--- src/ssc_pkg.sv ---
// constants shared by the serial status and control block
package ssc_pkg;
   // ----------------------------------------------------------------
   // register offsets
   // ----------------------------------------------------------------
   localparam logic [7:0] CTL_ONE_OFS = 8'h38;
   localparam logic [7:0] CTL_TWO_OFS = 8'h39;
   localparam logic [7:0] CTL_THREE_OFS = 8'h3a;
   localparam logic [7:0] STATUS_ONE_OFS = 8'h3b;
   localparam logic [7:0] DATA_BUF_OFS = 8'h3d;
   // ----------------------------------------------------------------
   // control_one_reg fields
   // ----------------------------------------------------------------
   localparam int C1_ENABLE = 6;
   localparam int C1_MODE9 = 4;
   localparam int C1_WAKE = 3;
   localparam int C1_PEN = 1;
   localparam int C1_PTY = 0;
   // ----------------------------------------------------------------
   // control_two_reg fields
   // ----------------------------------------------------------------
   localparam int C2_TXE_IE = 7;
   localparam int C2_TXD_IE = 6;
   localparam int C2_RXF_IE = 5;
   localparam int C2_QUIET_IE = 4;
   localparam int C2_TX_ON = 3;
   localparam int C2_RX_ON = 2;
   localparam int C2_STANDBY = 1;
   localparam int C2_BRK = 0;
   // ----------------------------------------------------------------
   // control_three_reg fields
   // ----------------------------------------------------------------
   localparam int C3_RX9 = 7;
   localparam int C3_TX9 = 6;
   localparam int C3_OVR_IE = 3;
   localparam int C3_NOISE_IE = 2;
   localparam int C3_FRM_IE = 1;
   localparam int C3_PAR_IE = 0;
   // ----------------------------------------------------------------
   // status_one_reg fields
   // ----------------------------------------------------------------
   localparam int S1_TXE = 7;
   localparam int S1_TXD = 6;
   localparam int S1_RXF = 5;
   localparam int S1_QUIET = 4;
   localparam int S1_OVR = 3;
   localparam int S1_NOISE = 2;
   localparam int S1_FRM = 1;
   localparam int S1_PAR = 0;
   // ----------------------------------------------------------------
   // character lengths in bit times
   // ----------------------------------------------------------------
   localparam logic [3:0] LEN_SHORT = 4'ha;
   localparam logic [3:0] LEN_LONG = 4'hb;
   // ----------------------------------------------------------------
   // transmitter states
   // ----------------------------------------------------------------
   typedef enum logic [4:0] {
      TX_IDLE = 5'h01,
      TX_PRE = 5'h02,
      TX_DATA = 5'h04,
      TX_BREAK = 5'h08,
      TX_MARK = 5'h10
   } ssc_tx_state_type;
endpackage

--- src/ssc_status_control.sv ---
// status, flag and interrupt request logic of an async serial port
`timescale 1ns/1ps
module ssc_status_control (
   input wire logic clk,
   input wire logic reset,
   input wire logic [7:0] reg_addr,
   input wire logic [7:0] reg_wdata,
   input wire logic reg_wr,
   input wire logic reg_rd,
   output logic [7:0] reg_rdata,
   input wire logic bit_tick,
   input wire logic serial_in_pin,
   output logic serial_out_pin,
   input wire logic rx_done,
   input wire logic [8:0] rx_char,
   input wire logic rx_noise,
   input wire logic rx_frame_err,
   input wire logic rx_parity_err,
   input wire logic rx_break,
   output logic rx_active,
   output logic nine_bit_mode,
   output logic parity_en,
   output logic parity_odd,
   output logic tx_irq,
   output logic rx_irq,
   output logic err_irq
);
   // ----------------------------------------------------------------
   // state
   // ----------------------------------------------------------------
   typedef struct packed {
      logic [2:0] sync;
      logic line;
      logic ctl_en;
      logic mode9;
      logic wake;
      logic pen;
      logic pty;
      logic txe_ie;
      logic txd_ie;
      logic rxf_ie;
      logic quiet_ie;
      logic tx_on;
      logic rx_on;
      logic rx_standby;
      logic break_send;
      logic rx_ninth_bit;
      logic tx_ninth_bit;
      logic ovr_ie;
      logic noise_ie;
      logic frm_ie;
      logic par_ie;
      logic [7:0] flags;
      logic [7:0] armed;
      logic idle_armed;
      logic pre_pend;
      logic [7:0] rx_buf;
      logic [7:0] tx_hold;
      ssc_pkg::ssc_tx_state_type tx_st;
      logic [10:0] tx_sh;
      logic [3:0] tx_cnt;
      logic [3:0] idle_cnt;
      logic [7:0] rd_data;
      logic tx_out;
      logic tx_irq;
      logic rx_irq;
      logic err_irq;
      logic rx_act;
   } ssc_state_type;

   ssc_state_type s_r;
   ssc_state_type s_nxt;

   function automatic logic parity_of(input logic [7:0] d, input logic odd);
      parity_of = (^d) ^ odd;
   endfunction

   function automatic logic [3:0] frame_len(input logic m9);
      frame_len = m9 ? ssc_pkg::LEN_LONG : ssc_pkg::LEN_SHORT;
   endfunction

   // ----------------------------------------------------------------
   // next state
   // ----------------------------------------------------------------
   logic wr_c1, wr_c2, wr_c3, wr_data, rd_stat, rd_data;
   logic rx_take, wake_char, idle_hit, frame_end, tx_load;
   logic [3:0] len;
   logic [7:0] d;

   always_comb begin
      s_nxt = s_r;
      wr_c1 = reg_wr && reg_addr == ssc_pkg::CTL_ONE_OFS;
      wr_c2 = reg_wr && reg_addr == ssc_pkg::CTL_TWO_OFS;
      wr_c3 = reg_wr && reg_addr == ssc_pkg::CTL_THREE_OFS;
      wr_data = reg_wr && reg_addr == ssc_pkg::DATA_BUF_OFS;
      rd_stat = reg_rd && reg_addr == ssc_pkg::STATUS_ONE_OFS;
      rd_data = reg_rd && reg_addr == ssc_pkg::DATA_BUF_OFS;
      len = frame_len(s_r.mode9);
      tx_load = 1'b0;
      d = 8'h00;

      // pin: a change counts once the last two stages agree
      s_nxt.sync = {s_r.sync[1:0], serial_in_pin};
      if (s_r.sync[2] == s_r.sync[1]) begin
         s_nxt.line = s_r.sync[2];
      end

      // register writes
      if (wr_c1) begin
         s_nxt.ctl_en = reg_wdata[ssc_pkg::C1_ENABLE];
         s_nxt.mode9 = reg_wdata[ssc_pkg::C1_MODE9];
         s_nxt.wake = reg_wdata[ssc_pkg::C1_WAKE];
         s_nxt.pen = reg_wdata[ssc_pkg::C1_PEN];
         s_nxt.pty = reg_wdata[ssc_pkg::C1_PTY];
      end
      if (wr_c2) begin
         s_nxt.txe_ie = reg_wdata[ssc_pkg::C2_TXE_IE];
         s_nxt.txd_ie = reg_wdata[ssc_pkg::C2_TXD_IE];
         s_nxt.rxf_ie = reg_wdata[ssc_pkg::C2_RXF_IE];
         s_nxt.quiet_ie = reg_wdata[ssc_pkg::C2_QUIET_IE];
         s_nxt.rx_standby = reg_wdata[ssc_pkg::C2_STANDBY];
         s_nxt.break_send = reg_wdata[ssc_pkg::C2_BRK];
         // transmit and receive enables are locked while the port is off
         if (s_r.ctl_en) begin
            s_nxt.tx_on = reg_wdata[ssc_pkg::C2_TX_ON];
            s_nxt.rx_on = reg_wdata[ssc_pkg::C2_RX_ON];
            if (reg_wdata[ssc_pkg::C2_TX_ON] && !s_r.tx_on) begin
               s_nxt.pre_pend = 1'b1;
            end
            if (reg_wdata[ssc_pkg::C2_RX_ON] && !s_r.rx_on) begin
               s_nxt.idle_armed = 1'b0;
            end
         end
      end
      if (wr_c3) begin
         s_nxt.tx_ninth_bit = reg_wdata[ssc_pkg::C3_TX9];
         s_nxt.ovr_ie = reg_wdata[ssc_pkg::C3_OVR_IE];
         s_nxt.noise_ie = reg_wdata[ssc_pkg::C3_NOISE_IE];
         s_nxt.frm_ie = reg_wdata[ssc_pkg::C3_FRM_IE];
         s_nxt.par_ie = reg_wdata[ssc_pkg::C3_PAR_IE];
      end

      // ----------------------------------------------------------------
      // clearing sequences; clears come first so later sets win
      // ----------------------------------------------------------------
      if (rd_stat) begin
         // only flags already set at this read may clear later
         s_nxt.armed = s_r.flags & ~(8'h01 << ssc_pkg::S1_TXD);
      end
      if (wr_data) begin
         s_nxt.tx_hold = reg_wdata;
         if (s_r.armed[ssc_pkg::S1_TXE]) begin
            s_nxt.flags[ssc_pkg::S1_TXE] = 1'b0;
            s_nxt.armed[ssc_pkg::S1_TXE] = 1'b0;
         end
      end
      if (rd_data) begin
         s_nxt.flags[5:0] = s_r.flags[5:0] & ~s_r.armed[5:0];
         s_nxt.armed[5:0] = 6'h00;
         if (s_r.armed[ssc_pkg::S1_QUIET]) begin
            s_nxt.idle_armed = 1'b0;
         end
      end

      // ----------------------------------------------------------------
      // receive events
      // ----------------------------------------------------------------
      wake_char = s_r.mode9 ? rx_char[8] : rx_char[7];
      rx_take = rx_done && s_r.rx_on && s_r.ctl_en &&
         (!s_r.rx_standby || (s_r.wake && wake_char));
      if (rx_done && s_r.rx_standby && s_r.wake && wake_char) begin
         s_nxt.rx_standby = 1'b0;
      end
      if (rx_take) begin
         if (s_nxt.flags[ssc_pkg::S1_RXF]) begin
            s_nxt.flags[ssc_pkg::S1_OVR] = 1'b1;
         end else begin
            s_nxt.rx_buf = rx_char[7:0];
            // in nine-bit mode a break leaves a zero ninth bit
            s_nxt.rx_ninth_bit = s_r.mode9 ? rx_char[8] && !rx_break :
               rx_char[7];
            s_nxt.flags[ssc_pkg::S1_RXF] = 1'b1;
            s_nxt.idle_armed = 1'b1;
            if (rx_noise) begin
               s_nxt.flags[ssc_pkg::S1_NOISE] = 1'b1;
            end
            if (rx_frame_err || rx_break) begin
               s_nxt.flags[ssc_pkg::S1_FRM] = 1'b1;
            end
            if (rx_parity_err) begin
               s_nxt.flags[ssc_pkg::S1_PAR] = 1'b1;
            end
         end
      end

      // idle line: count ones at the bit rate
      idle_hit = 1'b0;
      if (!(s_r.rx_on && s_r.ctl_en)) begin
         s_nxt.idle_cnt = 4'h0;
      end else if (bit_tick) begin
         if (!s_r.line) begin
            s_nxt.idle_cnt = 4'h0;
         end else if (s_r.idle_cnt != len) begin
            s_nxt.idle_cnt = s_r.idle_cnt + 4'h1;
            idle_hit = s_r.idle_cnt == len - 4'h1;
         end
      end
      if (idle_hit && s_nxt.idle_armed) begin
         s_nxt.flags[ssc_pkg::S1_QUIET] = 1'b1;
      end
      if (idle_hit && s_r.rx_standby && !s_r.wake) begin
         s_nxt.rx_standby = 1'b0;
      end

      // ----------------------------------------------------------------
      // transmitter sequencing
      // ----------------------------------------------------------------
      frame_end = 1'b0;
      if (bit_tick) begin
         if (s_r.tx_st == ssc_pkg::TX_IDLE || s_r.tx_cnt == 4'h0) begin
            frame_end = 1'b1;
         end else begin
            s_nxt.tx_cnt = s_r.tx_cnt - 4'h1;
            s_nxt.tx_sh = {1'b1, s_r.tx_sh[10:1]};
         end
      end
      if (frame_end) begin
         s_nxt.tx_cnt = len - 4'h1;
         if (s_r.tx_st == ssc_pkg::TX_BREAK && !s_r.break_send) begin
            s_nxt.tx_st = ssc_pkg::TX_MARK;
            s_nxt.tx_cnt = 4'h0;
         end else if (!s_r.tx_on || !s_r.ctl_en) begin
            s_nxt.tx_st = ssc_pkg::TX_IDLE;
         end else if (s_r.pre_pend) begin
            s_nxt.tx_st = ssc_pkg::TX_PRE;
            s_nxt.pre_pend = 1'b0;
         end else if (s_r.break_send) begin
            s_nxt.tx_st = ssc_pkg::TX_BREAK;
         end else if (!s_r.flags[ssc_pkg::S1_TXE]) begin
            s_nxt.tx_st = ssc_pkg::TX_DATA;
            tx_load = 1'b1;
         end else begin
            s_nxt.tx_st = ssc_pkg::TX_IDLE;
         end
      end
      if (tx_load) begin
         d = s_r.tx_hold;
         if (s_r.pen && !s_r.mode9) begin
            d[7] = parity_of({1'b0, d[6:0]}, s_r.pty);
         end
         if (s_r.mode9) begin
            s_nxt.tx_sh = {1'b1, s_r.pen ? parity_of(d, s_r.pty) :
               s_r.tx_ninth_bit, d, 1'b0};
         end else begin
            s_nxt.tx_sh = {2'b11, d, 1'b0};
         end
         s_nxt.flags[ssc_pkg::S1_TXE] = 1'b1;
      end
      if (!s_r.ctl_en) begin
         s_nxt.flags[ssc_pkg::S1_TXE] = 1'b1;
      end

      // done flag follows the queue, so it drops as soon as work waits
      s_nxt.flags[ssc_pkg::S1_TXD] = !s_nxt.ctl_en ||
         (s_nxt.flags[ssc_pkg::S1_TXE] &&
         s_nxt.tx_st == ssc_pkg::TX_IDLE && !s_nxt.pre_pend &&
         !(s_nxt.break_send && s_nxt.tx_on));

      unique case (s_nxt.tx_st)
         ssc_pkg::TX_BREAK: s_nxt.tx_out = 1'b0;
         ssc_pkg::TX_DATA: s_nxt.tx_out = s_nxt.tx_sh[0];
         ssc_pkg::TX_IDLE, ssc_pkg::TX_PRE,
         ssc_pkg::TX_MARK: s_nxt.tx_out = 1'b1;
         default: s_nxt.tx_out = 1'b1;
      endcase

      // ----------------------------------------------------------------
      // interrupt requests
      // ----------------------------------------------------------------
      s_nxt.tx_irq = s_nxt.ctl_en &&
         ((s_nxt.flags[ssc_pkg::S1_TXE] && s_nxt.txe_ie) ||
         (s_nxt.flags[ssc_pkg::S1_TXD] && s_nxt.txd_ie));
      s_nxt.rx_irq = !s_nxt.rx_standby &&
         ((s_nxt.flags[ssc_pkg::S1_RXF] && s_nxt.rxf_ie) ||
         (s_nxt.flags[ssc_pkg::S1_QUIET] && s_nxt.quiet_ie));
      s_nxt.rx_act = s_nxt.rx_on && s_nxt.ctl_en;
      s_nxt.err_irq =
         (s_nxt.flags[ssc_pkg::S1_OVR] && s_nxt.ovr_ie) ||
         (s_nxt.flags[ssc_pkg::S1_NOISE] && s_nxt.noise_ie) ||
         (s_nxt.flags[ssc_pkg::S1_FRM] && s_nxt.frm_ie) ||
         (s_nxt.flags[ssc_pkg::S1_PAR] && s_nxt.par_ie);

      // ----------------------------------------------------------------
      // read port, data one cycle after the strobe
      // ----------------------------------------------------------------
      s_nxt.rd_data = 8'h00;
      if (reg_rd) begin
         unique case (reg_addr)
            ssc_pkg::CTL_ONE_OFS: begin
               s_nxt.rd_data[ssc_pkg::C1_ENABLE] = s_r.ctl_en;
               s_nxt.rd_data[ssc_pkg::C1_MODE9] = s_r.mode9;
               s_nxt.rd_data[ssc_pkg::C1_WAKE] = s_r.wake;
               s_nxt.rd_data[ssc_pkg::C1_PEN] = s_r.pen;
               s_nxt.rd_data[ssc_pkg::C1_PTY] = s_r.pty;
            end
            ssc_pkg::CTL_TWO_OFS: begin
               s_nxt.rd_data = {s_r.txe_ie, s_r.txd_ie, s_r.rxf_ie,
                  s_r.quiet_ie, s_r.tx_on, s_r.rx_on, s_r.rx_standby,
                  s_r.break_send};
            end
            ssc_pkg::CTL_THREE_OFS: begin
               s_nxt.rd_data = {s_r.rx_ninth_bit, s_r.tx_ninth_bit, 2'b00,
                  s_r.ovr_ie, s_r.noise_ie, s_r.frm_ie, s_r.par_ie};
            end
            ssc_pkg::STATUS_ONE_OFS: s_nxt.rd_data = s_r.flags;
            ssc_pkg::DATA_BUF_OFS: s_nxt.rd_data = s_r.rx_buf;
            default: s_nxt.rd_data = 8'h00;
         endcase
      end

      // ----------------------------------------------------------------
      // synchronous reset; data buffers and ninth bits keep their value
      // ----------------------------------------------------------------
      if (reset) begin
         s_nxt = '0;
         s_nxt.rx_ninth_bit = s_r.rx_ninth_bit;
         s_nxt.tx_ninth_bit = s_r.tx_ninth_bit;
         s_nxt.rx_buf = s_r.rx_buf;
         s_nxt.tx_hold = s_r.tx_hold;
         s_nxt.sync = 3'h7;
         s_nxt.line = 1'b1;
         s_nxt.tx_st = ssc_pkg::TX_IDLE;
         s_nxt.tx_sh = 11'h7ff;
         s_nxt.tx_out = 1'b1;
         s_nxt.flags[ssc_pkg::S1_TXE] = 1'b1;
         s_nxt.flags[ssc_pkg::S1_TXD] = 1'b1;
         s_nxt.ovr_ie = 1'b0;
      end
   end

   always_ff @(posedge clk) begin
      s_r <= s_nxt;
   end

   assign reg_rdata = s_r.rd_data;
   assign serial_out_pin = s_r.tx_out;
   assign rx_active = s_r.rx_act;
   assign nine_bit_mode = s_r.mode9;
   assign parity_en = s_r.pen;
   assign parity_odd = s_r.pty;
   assign tx_irq = s_r.tx_irq;
   assign rx_irq = s_r.rx_irq;
   assign err_irq = s_r.err_irq;

   // ----------------------------------------------------------------
   // checks
   // ----------------------------------------------------------------
   a_standby_mutes_rx: assert property (@(posedge clk) disable iff (reset)
      s_r.rx_standby |-> !rx_irq)
      else $error("receiver request raised in standby");

   a_mark_wakes_rx: assert property (@(posedge clk) disable iff (reset)
      rx_done && s_r.rx_standby && s_r.wake && wake_char
      |=> !s_r.rx_standby)
      else $error("address mark did not end standby");

   a_break_then_mark: assert property (@(posedge clk) disable iff (reset)
      s_r.tx_st == ssc_pkg::TX_BREAK && frame_end && !s_r.break_send
      |=> s_r.tx_st == ssc_pkg::TX_MARK && serial_out_pin)
      else $error("no mark after the last break");

   a_break_no_gap: assert property (@(posedge clk) disable iff (reset)
      s_r.tx_st == ssc_pkg::TX_BREAK && frame_end && s_r.break_send &&
      s_r.tx_on && s_r.ctl_en
      |=> s_r.tx_st == ssc_pkg::TX_BREAK && !serial_out_pin)
      else $error("gap between held breaks");

   a_empty_on_load: assert property (@(posedge clk) disable iff (reset)
      tx_load |=> s_r.flags[ssc_pkg::S1_TXE] &&
      s_r.tx_sh[8:1] == $past(d))
      else $error("load did not set buffer empty");

   a_err_gate: assert property (@(posedge clk) disable iff (reset)
      ##1 err_irq == |($past(s_nxt.flags[3:0]) &
      $past({s_nxt.ovr_ie, s_nxt.noise_ie, s_nxt.frm_ie, s_nxt.par_ie})))
      else $error("error request not gated by its enable");

   a_done_idle_only: assert property (@(posedge clk) disable iff (reset)
      s_r.tx_st != ssc_pkg::TX_IDLE && s_r.ctl_en
      |-> !s_r.flags[ssc_pkg::S1_TXD])
      else $error("done flag set while sending");

   a_overrun_keeps: assert property (@(posedge clk) disable iff (reset)
      rx_take && s_r.flags[ssc_pkg::S1_RXF] && !rd_data
      |=> s_r.flags[ssc_pkg::S1_OVR] && s_r.rx_buf == $past(s_r.rx_buf))
      else $error("overrun lost buffered data");

   a_overrun_late: assert property (@(posedge clk) disable iff (reset)
      rd_data && !s_r.armed[ssc_pkg::S1_OVR] && s_r.flags[ssc_pkg::S1_OVR]
      |=> s_r.flags[ssc_pkg::S1_OVR])
      else $error("overrun cleared without being seen");

   a_idle_needs_char: assert property (@(posedge clk) disable iff (reset)
      $rose(s_r.flags[ssc_pkg::S1_QUIET]) |-> $past(s_nxt.idle_armed))
      else $error("idle flag set before a character");

   a_preamble_first: assert property (@(posedge clk) disable iff (reset)
      s_r.pre_pend && frame_end && s_r.tx_on && s_r.ctl_en &&
      s_r.tx_st != ssc_pkg::TX_BREAK
      |=> s_r.tx_st == ssc_pkg::TX_PRE ##1 serial_out_pin)
      else $error("preamble not sent first");
endmodule

--- config.mk ---
export PLATFORM = sky130hd
export DESIGN_NAME = ssc_status_control
export DESIGN_NICKNAME = d
export VERILOG_FILES = /design/src/ssc_pkg.sv /design/src/ssc_status_control.sv
export SDC_FILE = /design/constraint.sdc
export NUM_CORES = 1
export LEC_CHECK = 0
export BUFFER_PORTS_ARGS = -buffer_cell sky130_fd_sc_hd__buf_2
export CAP_MARGIN = 20
export CORE_MARGIN = 5
export CORE_UTILIZATION = 37
export CTS_CLUSTER_DIAMETER = 200
export DETAILED_ROUTE_END_ITERATION = 8
export HOLD_SLACK_MARGIN = 0.05
export PLACE_DENSITY = 0.53
export SYNTH_ARGS = -nofsm -noshare
export SYNTH_HDL_FRONTEND = slang
export SYNTH_SLANG_ARGS = --single-unit
--- constraint.sdc ---
create_clock -name clk -period 5 [get_ports clk]
set_clock_uncertainty 0.05 [all_clocks]
set_input_delay 0.75 -clock clk [delete_from_list [all_inputs] [get_ports clk]]
set_output_delay 0.75 -clock clk [all_outputs]
set_load 0.1 [all_outputs]
======== Word-level counts from Yosys, hierarchy flattened ========
Index checks and enable logic that the tools add are counted.
word-level totals
  register bits ........................... 93
  input port bits ......................... 36
  logic and storage cells ................. 212
operators by class
  add/sub/neg operators ................... 3
  equal/unequal tests ..................... 16
  multiplexer cells ....................... 73
  bitwise operators ....................... 8
  reductions and logical operators ........ 73
operator list
  operator               number
  $mux W1                42
  $eq A8 B6 Y1 const B   5
  $logic_and A1 B1 Y1    37
  $mux W4                9
  $mux W15               2
  $pmux W2 S5            2
  $mux W8                2
  $reduce_xor A8 Y1      2
  $mux W5                3
  $logic_not A1 Y1       12
  $mux W11               1
  $eq A5 B1 Y1 const B   2
  $eq A5 B4 Y1 const B   2
  $logic_or A1 B1 Y1     10
  $mux W10               1
  $reduce_and A2 Y1      5
  $pmux W1 S4            2
  $sub A4 B1 Y4 const B  2
  $and A6 B6 Y6          1
  $mux W2                3
  $mux W3                2
  $mux W6                1
  $not A6 Y6             1
  $reduce_or A2 Y1       3
  15 further kinds       21

======== Longest topological paths before layout ========
  depth in word-level cells ............... 16
  gate-level depth with buffers ........... 8

======== Worst setup path before layout ========
Ideal clock, no wire load.
  kind .................................... reg2reg
  start point ............................. register s_r (netlist bit nine_bit_mode)
  end point ............................... register s_r[45] (netlist name) (enable)
  data arrival time ....................... 2.282 ns
  required time ........................... 4.576 ns
  path slack .............................. 2.294 ns
  stages on the path, launching flop included .. 6
  path through ............................ dfxtp_1 -> buf_2 -> mux2i_1 -> o31ai_2 -> nand2_1 -> nor2_1
between the ends
  longest elaborated chain between the ends .. 5
ends and longest elaborated chain
  element                      RTL line                   RTL
  start, declared              ssc_status_control.sv:71   ssc_state_type s_r;
  start signal, assigned       ssc_status_control.sv:342  s_r <= s_nxt;
  $mux W1                      ssc_status_control.sv:168  wake_char = s_r.mode9 ? rx_char[8] : rx_char[7];
  $logic_and A1 B1 Y1          ssc_status_control.sv:170  (!s_r.rx_standby || (s_r.wake && wake_char));
  $logic_or A1 B1 Y1           ssc_status_control.sv:170
  $logic_and A1 B1 Y1          ssc_status_control.sv:169  rx_take = rx_done && s_r.rx_on && s_r.ctl_en &&
  $reduce_and A3 Y1 (no line)  --
No other way between the ends.
A chain may end at the register's enable or synchronous reset.

======== Worst setup path in the final report ========
  start point ............................. input port reg_addr[6]
  end point ............................... register s_r[51] (netlist name) (enable)
between the ends
  longest elaborated chain between the ends .. 5
ends and longest elaborated chain
  element                      RTL line                   RTL
  start, declared              ssc_status_control.sv:6    input wire logic [7:0] reg_addr,
  $eq A8 B6 Y1                 ssc_status_control.sv:97   rd_data = reg_rd && reg_addr == ssc_pkg::DATA_BUF_OFS;
  $logic_and A1 B1 Y1          ssc_status_control.sv:97
  $mux W6                      ssc_status_control.sv:157  if (rd_data) begin
  $not A1 Y1 (no line)         --
  $reduce_and A3 Y1 (no line)  --
No other way between the ends.

==> results.sh <==
export IMPL_grt_pass1_vias=3350
export IMPL_hold_start="s_r[91]$_SDFF_PP1_"
export IMPL_path_clk_slew_ns=0.06
export IMPL_cts_resized=0
export IMPL_hp_class="reg2reg"
export IMPL_r2r_end="s_r[51]$_DFFE_PP_"
export IMPL_path_max_fanout=9
export IMPL_tns_ns=0
export IMPL_setup_viol=0
export IMPL_max_freq_ghz=0.361
export IMPL_die_area_um2=13900
export IMPL_yosysUniqueCellTypes=74
export IMPL_avgSynthCellArea_um2=9.81
export IMPL_synth_area_um2=4310
export IMPL_required_ns=4.93
export IMPL_vias_per_cell=5.55
export IMPL_clk_path_buf_depth=2
export IMPL_worstSkewPairLatency_ns=0.35
export IMPL_clock_sinks=93
export IMPL_setup_ws_ns=2.23
export IMPL_cp_end_kind="flip-flop"
export IMPL_tightest_slew_ns=0.749
export IMPL_area_growth_pct=13.7
export IMPL_antenna_found_initial=0
export IMPL_post_cts_buffers=0
export IMPL_maxSlewHeadroom_pct=49.9
export IMPL_worstRegToRegCells=4
export IMPL_p_total_uw=1520
export IMPL_final_common_cell="dfxtp_1"
export IMPL_wire_per_inst_um=17.8
export IMPL_pre_cts_ws_ns=1.85
export IMPL_fin_crit_sh_pct=55.4
export IMPL_drive_gt1_share_pct=20.8
export IMPL_hold_slack_ns=0.361
export IMPL_cts_tree="done"
export IMPL_layout_nets=514
export IMPL_drt_iter0_drc=224
export IMPL_synth_edf_count=18
export IMPL_vias=3455
export IMPL_htree_levels=3
export IMPL_dp_hpwl_um=8270
export IMPL_die_h_um=118
export IMPL_drv_slew=0
export IMPL_cts_root_buffer="clkbuf_16"
export IMPL_ios=52
export IMPL_gp_congestion=0.840
export IMPL_ctsHoldBuffers=0
export IMPL_track_usage_pct=16.1
export IMPL_finalCriticalPeriod_ns=2.77
export IMPL_hold_violations=0
export IMPL_ys_seq_area_share_pct=47.4
export IMPL_wirelength_um=11100
export IMPL_cellPowerDensity_nw_per_um2=310
export IMPL_cts_buffers=9
export IMPL_core_um2=11400
export IMPL_ys_ff_latch=93
export IMPL_layout_common_cells="75 x dfxtp_1, 51 x buf_2, 44 x nand2_1"
export IMPL_drv_cap=0
export IMPL_initial_core_util_pct=37.7
export IMPL_synth_fp_nets=478
export IMPL_ff2ff_setup_slack_ns=2.41
export IMPL_hold_end="s_r[92]$_SDFF_PP1_"
export IMPL_antenna_left=0
export IMPL_drtPass1Iterations=5
export IMPL_grt_overflow_total=0
export IMPL_status="completed"
export IMPL_leakagePower_uw=0.00191
export IMPL_vdd_drop_max_v=0.000187
export IMPL_fillers=1135
export IMPL_syn_inst=439
export IMPL_remaining_drc_errors=0
export IMPL_rr_startpoint="nine_bit_mode$_SDFFE_PP0P_"
export IMPL_hold_path_depth=1
export IMPL_arrival_ns=2.70
export IMPL_synth_top_flop_cell="dfxtp_1"
export IMPL_dieWidth_um=118
export IMPL_rsz0062_at_grt="no"
export IMPL_port_buffers=51
export IMPL_grt_max_degree=48
export IMPL_synth_warning_count=0
export IMPL_fp_row_count=39
export IMPL_cp_start_kind="input pin"
export IMPL_num_antenna_cells=0
export IMPL_fin_util_pct=42.9
export IMPL_critPathKind="in2reg"
export IMPL_async_flop_share_pct=0
export IMPL_grt_pass1_wl_um=18000
[power breakdown]
part | switching [µW] | internal, µW | total, µW
Sequential | 7.12 | 772 | 779
Clock | 284 | 351 | 636
Combinational | 60.8 | 40.2 | 101
Total | 352 | 1160 | 1520
[cell families (layout without fill, tap and decap cells)]
family | after synthesis | in the layout | synth area share (%)
and+or+nand+nor | 176 | 176 | 23.0
adders and majority gates | 3 | 3 | 0.871
DFF | 93 | 93 | 47.4
muxes | 19 | 19 | 4.44
xor gates and xnor gates | 13 | 13 | 2.64
AOI/OAI and AO/OA | 98 | 98 | 17.5
buffers and inverters | 37 | 78 | 4.15
[routing by layer]
layer	GRT usage [%]	wire, µm	vias up	part of all wire (%)
met5	0	0	-	0
met4	7.24	289	0	2.6
met3	3.99	678	22	6.1
met2	23.1	4790	114	43
met1	22.9	5350	1636	48
li1	-	-	1683	-
[critical path, cell delays in order]
cell       delay [ns]
buf_2            0.10
nand4bb_1        0.52
o31ai_2          0.59
nand2_1          0.13
nor2_1           0.60
[registers in the layout, summed over array words and instances (netlist names)]
name            count
s_r                77
nine_bit_mode       1
parity_en           1
err_irq             1
rx_active           1
serial_out_pin      1
parity_odd          1
rx_irq              1
reg_rdata           8
tx_irq              1
[stage by stage]
step / area [µm²] / instances
floorplan: 4310 / 439
finish: 4900 / 623
detailed placement: 4620 / 607
global placement: 4620 / 607
CTS: 4900 / 623
global route: 4900 / 623
[Yosys cell counts, types with 3 or more instances]
cell type | count | area, µm²
nand2_1 | 44 | 165
xnor2_1 | 7 | 61.3
nor2_1 | 41 | 154
edfxtp_1 | 18 | 541
a32oi_1 | 4 | 35.0
nand3_1 | 15 | 75.1
o21ai_0 | 4 | 20.0
nand3b_1 | 3 | 22.5
a22o_1 | 3 | 26.3
a22oi_1 | 16 | 120
a31oi_1 | 6 | 37.5
inv_1 | 7 | 26.3
buf_4 | 8 | 60.1
mux2i_1 | 18 | 180
nand2b_1 | 4 | 25.0
or2_1 | 3 | 18.8
a221oi_1 | 8 | 70.1
a21oi_1 | 24 | 120
nor2b_1 | 9 | 56.3
or2_2 | 5 | 31.3
o21bai_1 | 3 | 22.5
nor3_1 | 10 | 50.1
ha_1 | 3 | 37.5
nand4_1 | 8 | 50.1
xor2_1 | 6 | 52.6
and3_1 | 5 | 31.3
clkbuf_1 | 13 | 48.8
dfxtp_1 | 75 | 1500
buf_2 | 8 | 40.0
[final cells by class]
type	instances	area (µm²)	area share (%)
Clock buffer	11	243	4.96
Inverter	7	26.3	0.537
Multi-Input combinational cell	309	2090	42.6
Timing Repair Buffer	55	285	5.83
Clock inverter	5	35.0	0.715
Tap cell	143	179	3.65
Sequential cell	93	2040	41.7
[worst max path at each step]
stage	startpoint	to	slack, ns	cells after the start
floorplan	nine_bit_mode$_SDFFE_PP0P_	s_r[45]$_DFFE_PP_	2.29	5
global placement	reg_addr[6]	s_r[48]$_DFFE_PP_	1.92	5
detailed placement	reg_addr[6]	s_r[51]$_DFFE_PP_	1.85	5
CTS	reg_addr[6]	s_r[51]$_DFFE_PP_	2.22	5
global route	reg_addr[6]	s_r[52]$_DFFE_PP_	2.04	5
finish	reg_addr[6]	s_r[51]$_DFFE_PP_	2.23	5
No activity file was read; power rests on OpenSTA's default activity.
